File: src/pkg/lps_pkg.sv
/*
 * Package for the light/proximity sensor register block: command codes,
 * reset values, field positions and the configuration carrier struct.
 * Assumes a single 100 MHz core clock domain in the design that imports it.
 */
package lps_pkg;

	// Fixed seven-bit target address
	localparam logic [6:0] LPS_TARGET_ADDR = 7'h60;

	// Command codes, one word each
	localparam logic [7:0] CMD_LIGHT_CONF   = 8'h00;
	localparam logic [7:0] CMD_LIGHT_HTHR   = 8'h01;
	localparam logic [7:0] CMD_LIGHT_LTHR   = 8'h02;
	localparam logic [7:0] CMD_PROX_CONF_AB = 8'h03;
	localparam logic [7:0] CMD_PROX_CONF_CM = 8'h04;
	localparam logic [7:0] CMD_PROX_CANCEL  = 8'h05;
	localparam logic [7:0] CMD_PROX_LTHR    = 8'h06;
	localparam logic [7:0] CMD_PROX_HTHR    = 8'h07;
	localparam logic [7:0] CMD_PROX_RESULT  = 8'h08;
	localparam logic [7:0] CMD_LIGHT_RESULT = 8'h09;
	localparam logic [7:0] CMD_WHITE_RESULT = 8'h0A;
	localparam logic [7:0] CMD_EVENT_FLAGS  = 8'h0B;
	localparam logic [7:0] CMD_PART_CODE    = 8'h0C;
	localparam int         LPS_RW_WORDS     = 8;

	// Reset values of the writable words
	localparam logic [15:0] LIGHT_CONF_RST = 16'h0001;
	localparam logic [15:0] PROX_CONF_RST  = 16'h0001;
	localparam logic [15:0] OTHER_RW_RST   = 16'h0000;

	// Part code, arbitrary neutral value
	localparam logic [15:0] LPS_PART_CODE = 16'h5A3C;

	// Field positions inside the configuration bytes
	localparam int LIGHT_SD_BIT     = 0;
	localparam int LIGHT_IEN_BIT    = 1;
	localparam int LIGHT_PERS_LSB   = 2;
	localparam int PROX_SD_BIT      = 0;
	localparam int PROX_PERS_LSB    = 4;
	localparam int PROX_TRIG_LSB    = 0;
	localparam int PROX_RES16_BIT   = 3;
	localparam int PROX_LOGIC_BIT   = 6;

	// Event flag bit positions
	localparam int FLAG_PROX_AWAY   = 0;
	localparam int FLAG_PROX_CLOSE  = 1;
	localparam int FLAG_LIGHT_HIGH  = 4;
	localparam int FLAG_LIGHT_LOW   = 5;

	// Configuration carried out to the analog side
	typedef struct packed {
		logic [7:0]  light_config_low;
		logic [7:0]  prox_config_a;
		logic [7:0]  prox_config_b;
		logic [7:0]  prox_config_c;
		logic [7:0]  prox_mode_select;
		logic [15:0] prox_cancel_level;
	} lps_cfg_s;

endpackage : lps_pkg
File: src/design/lps_regs.sv
/*
 * Two-wire target, word-wide register map, threshold and persistence
 * interrupt logic of the light/proximity sensor.
 * Assumes scl/sda and results arrive from outside; measurement strobes and
 * results share the core clock. The open-drain sda and int pins are
 * resolved outside from the enables.
 */
// Overview of operation
// - Answer only at the fixed seven-bit address
// - Every access moves two bytes per command
// - Drive only acknowledges and read data
// - Flag register read clears pending interrupt
// - No light interrupt inside the window
// - Proximity interrupt above high or below low
// - Proximity events need persistence count of hits
// - Flags tell channel and threshold direction
// - Logic mode: assert high, release below low
// - Word zero low byte is light configuration
// - Word three holds proximity configuration bytes
// - Word four low byte: pulse, force, sunlight
// - Word four high byte: mode, white, current
// - Proximity thresholds at two consecutive codes
// - Light high threshold just below low threshold
// - Result words are read-only
// - White result word at its own code
// - Flag byte is high byte of word eleven
// - Proximity shutdown bit defaults to shut down
// - Light interrupt enable bit gates light events
module lps_regs
	import lps_pkg::*;
(
	// Clock and reset
	input  wire logic        core_clk_in,
	input  wire logic        rst_n_in,
	// Two-wire bus pins
	input  wire logic        scl_in,
	input  wire logic        sda_in,
	output logic             sda_out,
	output logic             sda_oe_out,
	// Measurement results from the analog side
	input  wire logic        prox_done_in,
	input  wire logic [15:0] prox_result_in,
	input  wire logic        light_done_in,
	input  wire logic [15:0] light_result_in,
	input  wire logic        white_done_in,
	input  wire logic [15:0] white_result_in,
	// Configuration and interrupt pin
	output lps_cfg_s         cfg_out,
	output logic             int_out,
	output logic             int_oe_out
);

	// Bus states
	typedef enum logic [4:0] {
		ST_IDLE = 5'b00001,
		ST_RX   = 5'b00010,
		ST_ACK  = 5'b00100,
		ST_TX   = 5'b01000,
		ST_RACK = 5'b10000
	} lps_state_e;

	lps_state_e  state_reg;
	logic [2:0]  scl_sync_reg;   // Two sync stages plus edge history
	logic [2:0]  sda_sync_reg;
	logic [7:0]  shift_reg;      // Receive shifter
	logic [7:0]  tx_reg;         // Transmit shifter
	logic [7:0]  tx_hi_reg;      // High byte held for the second read byte
	logic [2:0]  bit_cnt_reg;
	logic [1:0]  byte_idx_reg;   // 0 address, 1 command, 2 low, 3 high
	logic        byte_done_reg;  // Byte taken and acknowledged pending
	logic        read_mode_reg;
	logic        hi_sent_reg;
	logic        rack_ok_reg;
	logic [7:0]  cmd_reg;
	logic [7:0]  wr_lo_reg;
	logic        sda_oe_reg;
	logic [15:0] rw_reg [LPS_RW_WORDS];
	logic [15:0] prox_res_reg;
	logic [15:0] light_res_reg;
	logic [15:0] white_res_reg;
	logic [7:0]  flags_reg;
	logic [3:0]  light_cnt_reg;  // Consecutive out-of-window light hits
	logic [2:0]  prox_cnt_reg;   // Consecutive proximity hits
	logic        close_reg;      // Logic mode object-near state
	logic        int_oe_reg;
	// Bus events, from the synchronised copies only
	wire scl_rise   = scl_sync_reg[1] & ~scl_sync_reg[2];
	wire scl_fall   = ~scl_sync_reg[1] & scl_sync_reg[2];
	wire sda_bit    = sda_sync_reg[1];
	wire start_cond = scl_sync_reg[1] & ~sda_sync_reg[1] & sda_sync_reg[2];
	wire stop_cond  = scl_sync_reg[1] & sda_sync_reg[1] & ~sda_sync_reg[2];
	wire [7:0] rx_byte  = {shift_reg[6:0], sda_bit};
	wire       last_bit = (bit_cnt_reg == 3'd7);
	wire       addr_hit = (rx_byte[7:1] == LPS_TARGET_ADDR);
	wire       wr_commit = scl_rise & (state_reg == ST_RX) & last_bit
		& (byte_idx_reg == 2'd3) & ~read_mode_reg;
	wire       rd_load = scl_rise & (state_reg == ST_RX) & last_bit
		& (byte_idx_reg == 2'd0) & addr_hit & rx_byte[0];
	// Configuration views
	wire [7:0] light_cfg  = rw_reg[CMD_LIGHT_CONF[2:0]][7:0];
	wire [7:0] prox_cfg_a = rw_reg[CMD_PROX_CONF_AB[2:0]][7:0];
	wire [7:0] prox_cfg_b = rw_reg[CMD_PROX_CONF_AB[2:0]][15:8];
	wire [7:0] prox_cfg_c = rw_reg[CMD_PROX_CONF_CM[2:0]][7:0];
	wire [7:0] prox_ms    = rw_reg[CMD_PROX_CONF_CM[2:0]][15:8];
	wire [15:0] light_hthr = rw_reg[CMD_LIGHT_HTHR[2:0]];
	wire [15:0] light_lthr = rw_reg[CMD_LIGHT_LTHR[2:0]];
	wire [15:0] prox_lthr  = rw_reg[CMD_PROX_LTHR[2:0]];
	wire [15:0] prox_hthr  = rw_reg[CMD_PROX_HTHR[2:0]];
	wire       light_sd   = light_cfg[LIGHT_SD_BIT];
	wire       light_ien  = light_cfg[LIGHT_IEN_BIT];
	wire       prox_sd    = prox_cfg_a[PROX_SD_BIT];
	wire [1:0] prox_trig  = prox_cfg_b[PROX_TRIG_LSB +: 2];
	wire       prox_logic = prox_ms[PROX_LOGIC_BIT];
	// Persistence targets: light 1/2/4/8, proximity 1..4
	wire [3:0] light_need = 4'h1 << light_cfg[LIGHT_PERS_LSB +: 2];
	wire [2:0] prox_need  = {1'b0, prox_cfg_a[PROX_PERS_LSB +: 2]} + 3'h1;
	// Result capture; 12-bit mode masks the upper nibble
	wire [15:0] prox_new = prox_cfg_b[PROX_RES16_BIT] ? prox_result_in
		: {4'h0, prox_result_in[11:0]};
	wire light_meas = light_done_in & ~light_sd;
	wire prox_meas  = prox_done_in & ~prox_sd;
	// Light window test: inside the window never counts
	wire light_above = light_result_in > light_hthr;
	wire light_below = light_result_in < light_lthr;
	wire light_out   = light_above | light_below;
	wire light_fire  = light_meas & light_ien & light_out
		& ((light_cnt_reg + 4'h1) >= light_need);
	// Proximity window test against the chosen trigger directions
	wire prox_above = prox_new > prox_hthr;
	wire prox_below = prox_new < prox_lthr;
	wire prox_hit   = (prox_above & (prox_trig[1] | prox_logic))
		| (prox_below & (prox_trig[0] | prox_logic));
	wire prox_fire  = prox_meas & prox_hit
		& ((prox_cnt_reg + 3'h1) >= prox_need);
	// Flag register read: captured with the word at address time
	wire flag_read = rd_load & (cmd_reg == CMD_EVENT_FLAGS);
	wire [7:0] flag_set = {2'b00,
		light_fire & light_below, light_fire & light_above, 2'b00,
		prox_fire & prox_above & ~prox_logic,
		prox_fire & prox_below & ~prox_logic};
	wire [7:0] flags_next = (flags_reg & {8{~flag_read}}) | flag_set;
	// Read word mux; undefined codes return zero
	logic [15:0] rd_word;
	always_comb begin
		rd_word = 16'h0000;
		if (cmd_reg < 8'(LPS_RW_WORDS)) begin
			rd_word = rw_reg[cmd_reg[2:0]];
		end else begin
			unique case (cmd_reg)
				CMD_PROX_RESULT:  rd_word = prox_res_reg;
				CMD_LIGHT_RESULT: rd_word = light_res_reg;
				CMD_WHITE_RESULT: rd_word = white_res_reg;
				CMD_EVENT_FLAGS:  rd_word = {flags_reg, 8'h00};
				CMD_PART_CODE:    rd_word = LPS_PART_CODE;
				default:          rd_word = 16'h0000;
			endcase
		end
	end
	// Pin synchronisers: stage 0 is read only by stage 1
	always_ff @(posedge core_clk_in or negedge rst_n_in) begin
		if (!rst_n_in) begin
			scl_sync_reg <= 3'b111;
			sda_sync_reg <= 3'b111;
		end else begin
			scl_sync_reg <= {scl_sync_reg[1:0], scl_in};
			sda_sync_reg <= {sda_sync_reg[1:0], sda_in};
		end
	end
	// Target state machine; outputs change only after scl falls
	always_ff @(posedge core_clk_in or negedge rst_n_in) begin
		if (!rst_n_in) begin
			state_reg     <= ST_IDLE;
			shift_reg     <= 8'h00;
			tx_reg        <= 8'h00;
			tx_hi_reg     <= 8'h00;
			bit_cnt_reg   <= 3'd0;
			byte_idx_reg  <= 2'd0;
			byte_done_reg <= 1'b0;
			read_mode_reg <= 1'b0;
			hi_sent_reg   <= 1'b0;
			rack_ok_reg   <= 1'b0;
			cmd_reg       <= 8'h00;
			wr_lo_reg     <= 8'h00;
			sda_oe_reg    <= 1'b0;
		end else if (stop_cond) begin
			// Stop ends any transfer and frees the line
			state_reg  <= ST_IDLE;
			sda_oe_reg <= 1'b0;
		end else if (start_cond) begin
			// Start or repeated start begins an address byte
			state_reg     <= ST_RX;
			bit_cnt_reg   <= 3'd0;
			byte_idx_reg  <= 2'd0;
			byte_done_reg <= 1'b0;
			read_mode_reg <= 1'b0;
			sda_oe_reg    <= 1'b0;
		end else begin
			unique case (state_reg)
				ST_IDLE: begin
					sda_oe_reg <= 1'b0;
				end
				ST_RX: begin
					if (scl_rise) begin
						shift_reg   <= rx_byte;
						bit_cnt_reg <= bit_cnt_reg + 3'd1;
						if (last_bit) begin
							byte_done_reg <= 1'b1;
							if (byte_idx_reg == 2'd0) begin
								read_mode_reg <= rx_byte[0];
								// Foreign address: stay silent until next start
								if (!addr_hit) begin
									state_reg <= ST_IDLE;
								end
							end
							if (byte_idx_reg == 2'd1) begin
								cmd_reg <= rx_byte;
							end
							if (byte_idx_reg == 2'd2) begin
								wr_lo_reg <= rx_byte;
							end
							// Word read: low byte goes first, high held
							if (rd_load) begin
								tx_reg    <= rd_word[7:0];
								tx_hi_reg <= rd_word[15:8];
							end
						end
					end else if (scl_fall && byte_done_reg) begin
						// Acknowledge the byte just taken
						state_reg     <= ST_ACK;
						sda_oe_reg    <= 1'b1;
						byte_done_reg <= 1'b0;
					end
				end
				ST_ACK: begin
					if (scl_fall) begin
						bit_cnt_reg <= 3'd0;
						if (read_mode_reg) begin
							// First data bit of the read word
							state_reg   <= ST_TX;
							sda_oe_reg  <= ~tx_reg[7];
							tx_reg      <= {tx_reg[6:0], 1'b0};
							hi_sent_reg <= 1'b0;
						end else begin
							state_reg    <= ST_RX;
							sda_oe_reg   <= 1'b0;
							// Extra bytes after the high byte each rewrite the word's high byte
							byte_idx_reg <= (byte_idx_reg == 2'd3) ? 2'd3
								: byte_idx_reg + 2'd1;
						end
					end
				end
				ST_TX: begin
					if (scl_fall) begin
						if (last_bit) begin
							// Release for the host's acknowledge
							state_reg   <= ST_RACK;
							sda_oe_reg  <= 1'b0;
							rack_ok_reg <= 1'b0;
						end else begin
							sda_oe_reg  <= ~tx_reg[7];
							tx_reg      <= {tx_reg[6:0], 1'b0};
							bit_cnt_reg <= bit_cnt_reg + 3'd1;
						end
					end
				end
				ST_RACK: begin
					if (scl_rise) begin
						// Host ack after the low byte asks for the high byte
						if (!sda_bit && !hi_sent_reg) begin
							rack_ok_reg <= 1'b1;
							tx_reg      <= tx_hi_reg;
						end else begin
							state_reg <= ST_IDLE;
						end
					end else if (scl_fall && rack_ok_reg) begin
						state_reg   <= ST_TX;
						bit_cnt_reg <= 3'd0;
						sda_oe_reg  <= ~tx_reg[7];
						tx_reg      <= {tx_reg[6:0], 1'b0};
						hi_sent_reg <= 1'b1;
					end
				end
				default: begin
					state_reg  <= ST_IDLE;
					sda_oe_reg <= 1'b0;
				end
			endcase
		end
	end
	// Writable words; read-only codes ignore writes
	for (genvar w = 0; w < LPS_RW_WORDS; w++) begin : g_rw
		localparam logic [15:0] RST = (w == int'(CMD_LIGHT_CONF)) ? LIGHT_CONF_RST
			: (w == int'(CMD_PROX_CONF_AB)) ? PROX_CONF_RST : OTHER_RW_RST;
		always_ff @(posedge core_clk_in or negedge rst_n_in) begin
			if (!rst_n_in) begin
				rw_reg[w] <= RST;
			end else if (wr_commit && cmd_reg == 8'(w)) begin
				rw_reg[w] <= {rx_byte, wr_lo_reg};
			end
		end
	end
	// Result words follow the measurements, never the bus
	always_ff @(posedge core_clk_in or negedge rst_n_in) begin
		if (!rst_n_in) begin
			prox_res_reg  <= 16'h0000;
			light_res_reg <= 16'h0000;
			white_res_reg <= 16'h0000;
		end else begin
			if (prox_meas) begin
				prox_res_reg <= prox_new;
			end
			if (light_meas) begin
				light_res_reg <= light_result_in;
			end
			if (white_done_in) begin
				white_res_reg <= white_result_in;
			end
		end
	end
	// Persistence counters reset on any in-window sample
	always_ff @(posedge core_clk_in or negedge rst_n_in) begin
		if (!rst_n_in) begin
			light_cnt_reg <= 4'h0;
			prox_cnt_reg  <= 3'h0;
		end else begin
			if (light_meas) begin
				light_cnt_reg <= (!light_out || light_fire) ? 4'h0
					: light_cnt_reg + 4'h1;
			end
			if (prox_meas) begin
				prox_cnt_reg <= (!prox_hit || prox_fire) ? 3'h0
					: prox_cnt_reg + 3'h1;
			end
		end
	end
	// Flags and pin; a new event in the read cycle survives the clear
	always_ff @(posedge core_clk_in or negedge rst_n_in) begin
		if (!rst_n_in) begin
			flags_reg  <= 8'h00;
			close_reg  <= 1'b0;
			int_oe_reg <= 1'b0;
		end else begin
			flags_reg <= flags_next;
			if (!prox_logic) begin
				close_reg <= 1'b0;
			end else if (prox_fire && prox_above) begin
				close_reg <= 1'b1;
			end else if (prox_fire && prox_below) begin
				close_reg <= 1'b0;
			end
			// Logic mode pin follows the near state, not the flags
			int_oe_reg <= prox_logic ? close_reg : (flags_next != 8'h00);
		end
	end
	// Outputs straight from flip-flops; open-drain data is always low
	assign sda_out    = 1'b0;
	assign sda_oe_out = sda_oe_reg;
	assign int_out    = 1'b0;
	assign int_oe_out = int_oe_reg;
	assign cfg_out    = '{light_config_low:  light_cfg,
	                      prox_config_a:     prox_cfg_a,
	                      prox_config_b:     prox_cfg_b,
	                      prox_config_c:     prox_cfg_c,
	                      prox_mode_select:  prox_ms,
	                      prox_cancel_level: rw_reg[CMD_PROX_CANCEL[2:0]]};

endmodule : lps_regs

File: config.mk
export PLATFORM = sky130hd
export DESIGN_NAME = lps_regs
export DESIGN_NICKNAME = d
export VERILOG_FILES = /design/src/pkg/lps_pkg.sv /design/src/design/lps_regs.sv
export SDC_FILE = /design/constraint.sdc
export NUM_CORES = 1
export LEC_CHECK = 0
export ABC_AREA = 0
export CAP_MARGIN = 10
export CORE_AREA = 2 2 178 145
export DETAILED_ROUTE_END_ITERATION = 8
export DIE_AREA = 0 0 180 147
export DONT_BUFFER_PORTS = 1
export HOLD_SLACK_MARGIN = 0.03
export PLACE_DENSITY = 0.75
export SLEW_MARGIN = 40
export SYNTH_ARGS = -nofsm -noshare
export SYNTH_HDL_FRONTEND = slang
export SYNTH_SLANG_ARGS = --single-unit
File: constraint.sdc
create_clock -name core_clk_in -period 2.4 [get_ports core_clk_in]
set_input_delay 0.48 -clock core_clk_in [delete_from_list [all_inputs] [get_ports core_clk_in]]
set_output_delay 0.48 -clock core_clk_in [all_outputs]
set_load 0.03 [all_outputs]
# After elaboration in Yosys (flattened, before gate mapping)
# Cells that the tools add are included.
[classes]
addsub = 5
n_mul = 0
div = 0
magnitude_cmp = 8
n_eq_ne = 59
n_shift = 1
n_mux = 82
bitwise_logic = 48
n_reduce_logical = 46
[op_table]
columns = ["cell", "count"]
rows = [
  ["$mux W8", 10],
  ["$pmux W16 S5", 1],
  ["$mux W5", 13],
  ["$mux W16", 4],
  ["$bmux W16 S3", 1],
  ["$eq A8 B4 Y1 const B", 5],
  ["$eq A8 B3 Y1 const B", 4],
  ["$gt A16 B16 Y1", 2],
  ["$lt A16 B16 Y1", 2],
  ["$mux W1", 32],
  ["$pmux W8 S4", 1],
  ["$and A1 B1 Y1", 29],
  ["$ne A3 B3 Y1 const B", 9],
  ["$pmux W5 S5", 1],
  ["$mux W3", 8],
  ["$ne A2 B2 Y1 const B", 12],
  ["$ne A4 B4 Y1 const B", 6],
  ["$reduce_and A6 Y1", 4],
  ["$ne A5 B5 Y1 const B", 4],
  ["$eq A8 B2 Y1 const B", 2],
  ["$reduce_bool A2 Y1", 8],
  ["$reduce_and A7 Y1", 2],
  ["$logic_and A1 B1 Y1", 13],
  ["$not A1 Y1", 12],
  ["other kinds (45)", 64],
]
[word_totals]
ff_bits = 253
latch_bits = 0
mem_bits_rw = 0
rom_bits = 0
input_bits = 55
out_inout_bits = 60
elab_cells = 280
n_memories = 0

# Depth between registers and ports, before layout
[depth]
depth_word = 13
ltp_mapped = 10
ltp_nobuf = 9

# Least setup slack after synthesis
# No wires, ideal clock.
[synth_timing]
kind = "input to register"
start = "input port prox_result_in[14]"
end = "register int_oe_reg (netlist: int_oe_out)"
setup_time_ps = 126
arrival_ps = 2586
required_time_ps = 2274
path_slack_ps = -312
stages = 9
n_path_buf = 0
path_cell_list = "and2_1 -> ha_1 -> nand4_1 -> or4_1 -> a21oi_1 -> a2111oi_1 -> o21ai_0 -> a221o_1 -> o32a_1"
[synth_via]
elab_chain_len = 11
elab_cells_between_ends = 15
classes_between = "2 x order compare; 2 x mux; 10 x bitwise; 1 x reduce/logical"
[synth_lines]
columns = ["item", "line_no", "rtl"]
rows = [
  ["from (decl)", "lps_regs.sv:42", "input wire logic [15:0] prox_result_in,"],
  ["$mux W16 *", "lps_regs.sv:118", "wire [15:0] prox_new = prox_cfg_b[PROX_RES16_BIT] ? prox_result_in"],
  ["$gt A16 B16 Y1 / $lt A16 B16 Y1 (equally long branches)", "lps_regs.sv:129, lps_regs.sv:130", ""],
  ["$and A1 B1 Y1 (on tied branches)", "lps_regs.sv:131, lps_regs.sv:132", ""],
  ["$or A1 B1 Y1", "lps_regs.sv:132", "| (prox_below & (prox_trig[0] | prox_logic));"],
  ["$and A1 B1 Y1", "lps_regs.sv:133", "wire prox_fire = prox_meas & prox_hit"],
  ["$and A1 B1 Y1", "lps_regs.sv:134", "& ((prox_cnt_reg + 3'h1) >= prox_need);"],
  ["$and A1 B1 Y1 (on tied branches) (2 in a row)", "lps_regs.sv:140, lps_regs.sv:139", ""],
  ["$or A8 B6 Y8 *", "lps_regs.sv:141", "wire [7:0] flags_next = (flags_reg & {8{~flag_read}}) | flag_set;"],
  ["$reduce_bool A8 Y1 *", "lps_regs.sv:352", "int_oe_reg <= prox_logic ? close_reg : (flags_next != 8'h00);"],
  ["$mux W1 *", "lps_regs.sv:352", ""],
  ["to (signal assigned)", "lps_regs.sv:352", ""],
  ["to (decl)", "lps_regs.sv:85", "logic int_oe_reg;"],
]
# Mark *: on every way between the ends. The rest lies on a longest branch, timed or not.
# A chain may end at the register's enable or synchronous reset.

# Final worst setup path
[layout_timing]
start = "register rw_reg, in the netlist cfg_out[35]"
end = "register int_oe_reg (netlist: int_oe_out)"
[layout_via]
elab_chain_len = 11
elab_cells_between_ends = 15
classes_between = "2 x order compare; 2 x mux; 10 x bitwise; 1 x reduce/logical"
[layout_lines]
columns = ["item", "line_no", "rtl"]
rows = [
  ["from (decl)", "lps_regs.sv:77", "logic [15:0] rw_reg [LPS_RW_WORDS];"],
  ["from (signal, indexed assignment)", "lps_regs.sv:298", "rw_reg[w] <= {rx_byte, wr_lo_reg};"],
  ["$mux W16 *", "lps_regs.sv:118", ""],
  ["net prox_new[14]", "lps_regs.sv:118", ""],
  ["$gt A16 B16 Y1 / $lt A16 B16 Y1 (equally long branches)", "lps_regs.sv:129, lps_regs.sv:130", ""],
  ["$and A1 B1 Y1 (on tied branches)", "lps_regs.sv:131, lps_regs.sv:132", ""],
  ["$or A1 B1 Y1", "lps_regs.sv:132", ""],
  ["$and A1 B1 Y1", "lps_regs.sv:133", ""],
  ["$and A1 B1 Y1", "lps_regs.sv:134", ""],
  ["$and A1 B1 Y1 (on tied branches) (2 in a row)", "lps_regs.sv:140, lps_regs.sv:139", ""],
  ["$or A8 B6 Y8 *", "lps_regs.sv:141", ""],
  ["$reduce_bool A8 Y1 *", "lps_regs.sv:352", ""],
  ["$mux W1 *", "lps_regs.sv:352", ""],
]
# Mark *: on every way through the listed nets, which the timed path passes. The rest lies on a longest branch.

==> flow_summary.ini <==
[global_routing]
grt_antenna_before_repair = 1
globalRouteOverflowTotal = 0
grt_pass1_wl_um = 61000
grt.total_usage = 0.299
first_global_vias = 10229
grt_start_max_net_pins = 254

[synthesis]
synthDistinctLibCells = 79
ys.warnings.count = 0
synth-edff-count = 0
sequential_area_share_after_synthesis = 0.451
synth.top_cell.area_share = 0.434
synth-async-reset-ratio = 1.00
synth.avg_cell_area_um2 = 11.2
yosys_most_used_dff = sky130_fd_sc_hd__dfrtp_1
synth_cells = 1260
synth_top_area_cell = sky130_fd_sc_hd__dfrtp_1
synth.ff_latch_count = 253
mappedNetlistArea_um2 = 14100
largest_cells_by_area_after_synthesis = sky130_fd_sc_hd__dfrtp_1, sky130_fd_sc_hd__mux2_2, sky130_fd_sc_hd__ha_1

[die]
die-area_um2 = 26500
std_cell_rows = 52
die_h_um = 147
floorplan.initialDensity = 0.568
dieWidth_um = 180
fp.coreArea_um2 = 24800
top_level_ports = 115

[detailed_routing]
post_drt_via_cell_ratio = 6.12
post_drt_wl_per_cell_um = 23.5
num_vias = 10263
drt-pass1-iter-count = 6
route.detailed.drc = 0
antenna_left = 0
initialDrtViolationCount = 899
drt_wl_total_um = 39500

[placement]
gp_congestion = 0.979
place.detailed.hpwl_um = 28500
placement.io_buffers = 0
dp_cells = 1599
dp_slack_ns = -0.184

[timing]
slew_at_the_pin_closest_to_its_max_slew_limit_ns = 0.636
period_needed_ns = 2.51
timing.final.ws_setup_ns = -0.110
fin_crit_sh = 1.05
timing.final.max_slew_violations = 0
maximum_clock_skew_at_final_layout_ns = 0.0183
rsz0062_at_grt = yes
report.final.hold_viol_count = 247
setup-violations-final = 4
fin_hold_ws_ns = -0.385
max_slew_margin = 0.575
achievable-frequency_mhz = 398

[cells_and_area]
final_cells = 1677
area_growth_pct = 16.6
largest_reg_flops = 56
antenna_cells = 0
layout.nets = 1461
layout-drive-gt1-share = 0.337
count_of_fill_cells_added_during_filler_insertion = 1824

[clocking]
clk_transition_reported_paths_ns = 0.07
clock_tree.htree_level_count = 1
clock_latency_ns = 0.56
tritoncts.num_buffers = 27
cts.hold.buffers_added = 10
cts_tree = done
count_of_clock_tree_sinks = 253
clock_path_buffers = 3
clock-root-buffer = sky130_fd_sc_hd__clkbuf_16

[setup_path]
crit_required_ns = 2.84
worstSetupEndpointType = register
worst_reg2reg_setup_slack_ns = -0.11
path_max_fanout = 6
path_common_cell = sky130_fd_sc_hd__o21ai_2
critical_path_startpoint = cfg_out[35]
r2r-end = int_oe_out
cpLargestDelayFamily = compound AO/OA/AOI/OAI gates
critical_path.cell_chain = and2_4 > ha_4 > nand4_1 > or4_4 > o21ai_2 > o21ai_2 > a221o_1 > o32a_1
critical_path_data_arrival_time_ns = 2.95
critPathSlowestCell = sky130_fd_sc_hd__or4_4
critical_path.reg2reg.startpoint = cfg_out[35]
critical_path_start_end_classification = register to register
timing.critical_path.buf_inv = 0
critical_path.max_stage_delay_ns = 0.49
timing.reg2reg.worst_path_depth = 8
crit_path_start_kind = register

[pwr]
post-layout-total-power_mw = 10.0
ir_worst_vdd_v = 0.000547
static-leakage-power_nw = 7.56
power_density_nw_per_um2 = 611

[outcome]
status = finished with violations
violations_in_the_final_reports = negative hold slack, negative setup slack

[job]
cap_violations = 0

[min_path]
timing.hold.worst.class = input pin to async pin
[where the power goes]
group          internal, mW  switching [mW]  leakage [nW]
sequential             4.43           0.144          3.38
combinational         0.488           0.495          3.70
clock                  2.70            1.77         0.470
[synth_stat cells, drive strengths merged, types with 2 or more instances]
cell type	count
a211o	3
a211oi	10
a21o	10
a21oi	68
a221oi	5
a22o	3
a22oi	3
a31oi	7
and2	6
and2b	5
and3	3
and4	3
buf	87
clkbuf	31
dfrtp	244
dfstp	9
ha	74
inv	81
mux2	166
mux2i	31
mux4	32
nand2	126
nand2b	12
nand3	11
nand3b	2
nand4	11
nor2	47
nor2b	16
nor3	12
nor3b	2
nor4	5
nor4bb	2
o211ai	6
o21a	4
o21ai	70
o21bai	4
o22ai	10
o2bb2ai	7
o31ai	5
o32ai	2
or3	3
or4b	2
xor2	2
[worst register-to-register path: cells and delay by family, from the launching register on]
kind | cells | cell delay (ns)
DFF | 1 | 0.44
AOI/OAI and AO/OA | 4 | 0.89
and+or+nand+nor | 3 | 0.80
adders and majority gates | 1 | 0.27
[how the worst max path moves through the flow]
stage                 endpoint  slack, ns  depth (start not counted)
finish              int_oe_out      -0.11                          8
global route        int_oe_out      -0.21                         10
CTS                 int_oe_out      -0.11                          8
detailed placement  int_oe_out      -0.18                          9
global placement    int_oe_out      -0.12                          9
floorplan           int_oe_out      0.002                          9
[metal layers]
metal	part of all wire	routed length [um]	global-route usage	vias to the layer above
met1	0.44	17200	0.427	5172
met4	0.027	1080	0.0870	2
li1	-	-	-	4593
met3	0.090	3560	0.0788	80
met2	0.45	17600	0.455	416
met5	0.00048	19	0	-
[timing repair]
item | CTS | global route
setup buffers | 4 | 14
pin swaps | 5 | 18
setup endpoints to repair | 54 | 49
gates resized for setup | 25 | 37
hold endpoints to repair | 263 | 253
[logic make-up (layout without fill, tap and decap cells)]
| kind of cell | count (synthesis) | count (layout) | synth area share |
|---|---|---|---|
| other cells | 1 | 2 | 0.000267 |
| fa+ha+maj | 74 | 74 | 0.0658 |
| flops | 253 | 253 | 0.451 |
| buf+inv | 199 | 291 | 0.0736 |
| mux | 229 | 229 | 0.206 |
| compound gates | 227 | 227 | 0.0987 |
| simple gates | 274 | 274 | 0.103 |
| xor+xnor | 3 | 3 | 0.00187 |
[metrics by stage]
step                      area, um2  setup TNS [ns]  utilization  hold slack [ns]
final                         16400          -0.343        0.662           -0.385
after global routing          16400          -0.889        0.662           -0.394
after CTS                     16100          -0.309        0.651           -0.384
after detailed placement      14900           -3.04        0.603            0.201
after global placement        14900           -2.52        0.603            0.200
after floorplan               14100               0            -            0.184
[area by class of cell]
class | count | area, um2 | area share
clock buffers | 40 | 785 | 0.0478
well taps | 324 | 405 | 0.0247
clock inverters | 10 | 165 | 0.0101
flip-flops and latches | 253 | 6350 | 0.387
multi-input cells | 809 | 7020 | 0.428
repair buffers | 160 | 1380 | 0.0841
inverters | 81 | 304 | 0.0185
[placed cells by master, fill, tap and decap left out, drive strengths merged, types with 4 or more instances in the layout]
cell type / count
a211oi: 10
a21o: 10
a21oi: 68
a221oi: 5
a31oi: 7
and2: 6
and2b: 5
buf: 150
bufinv: 4
clkbuf: 40
clkinv: 5
dfrtp: 244
dfstp: 9
dlygate4sd3: 10
ha: 74
inv: 82
mux2: 166
mux2i: 31
mux4: 32
nand2: 126
nand2b: 12
nand3: 11
nand4: 11
nor2: 47
nor2b: 16
nor3: 12
nor4: 5
o211ai: 6
o21a: 4
o21ai: 70
o21bai: 4
o22ai: 10
o2bb2ai: 7
o31ai: 5
No activity file was read; power rests on OpenSTA's default activity.
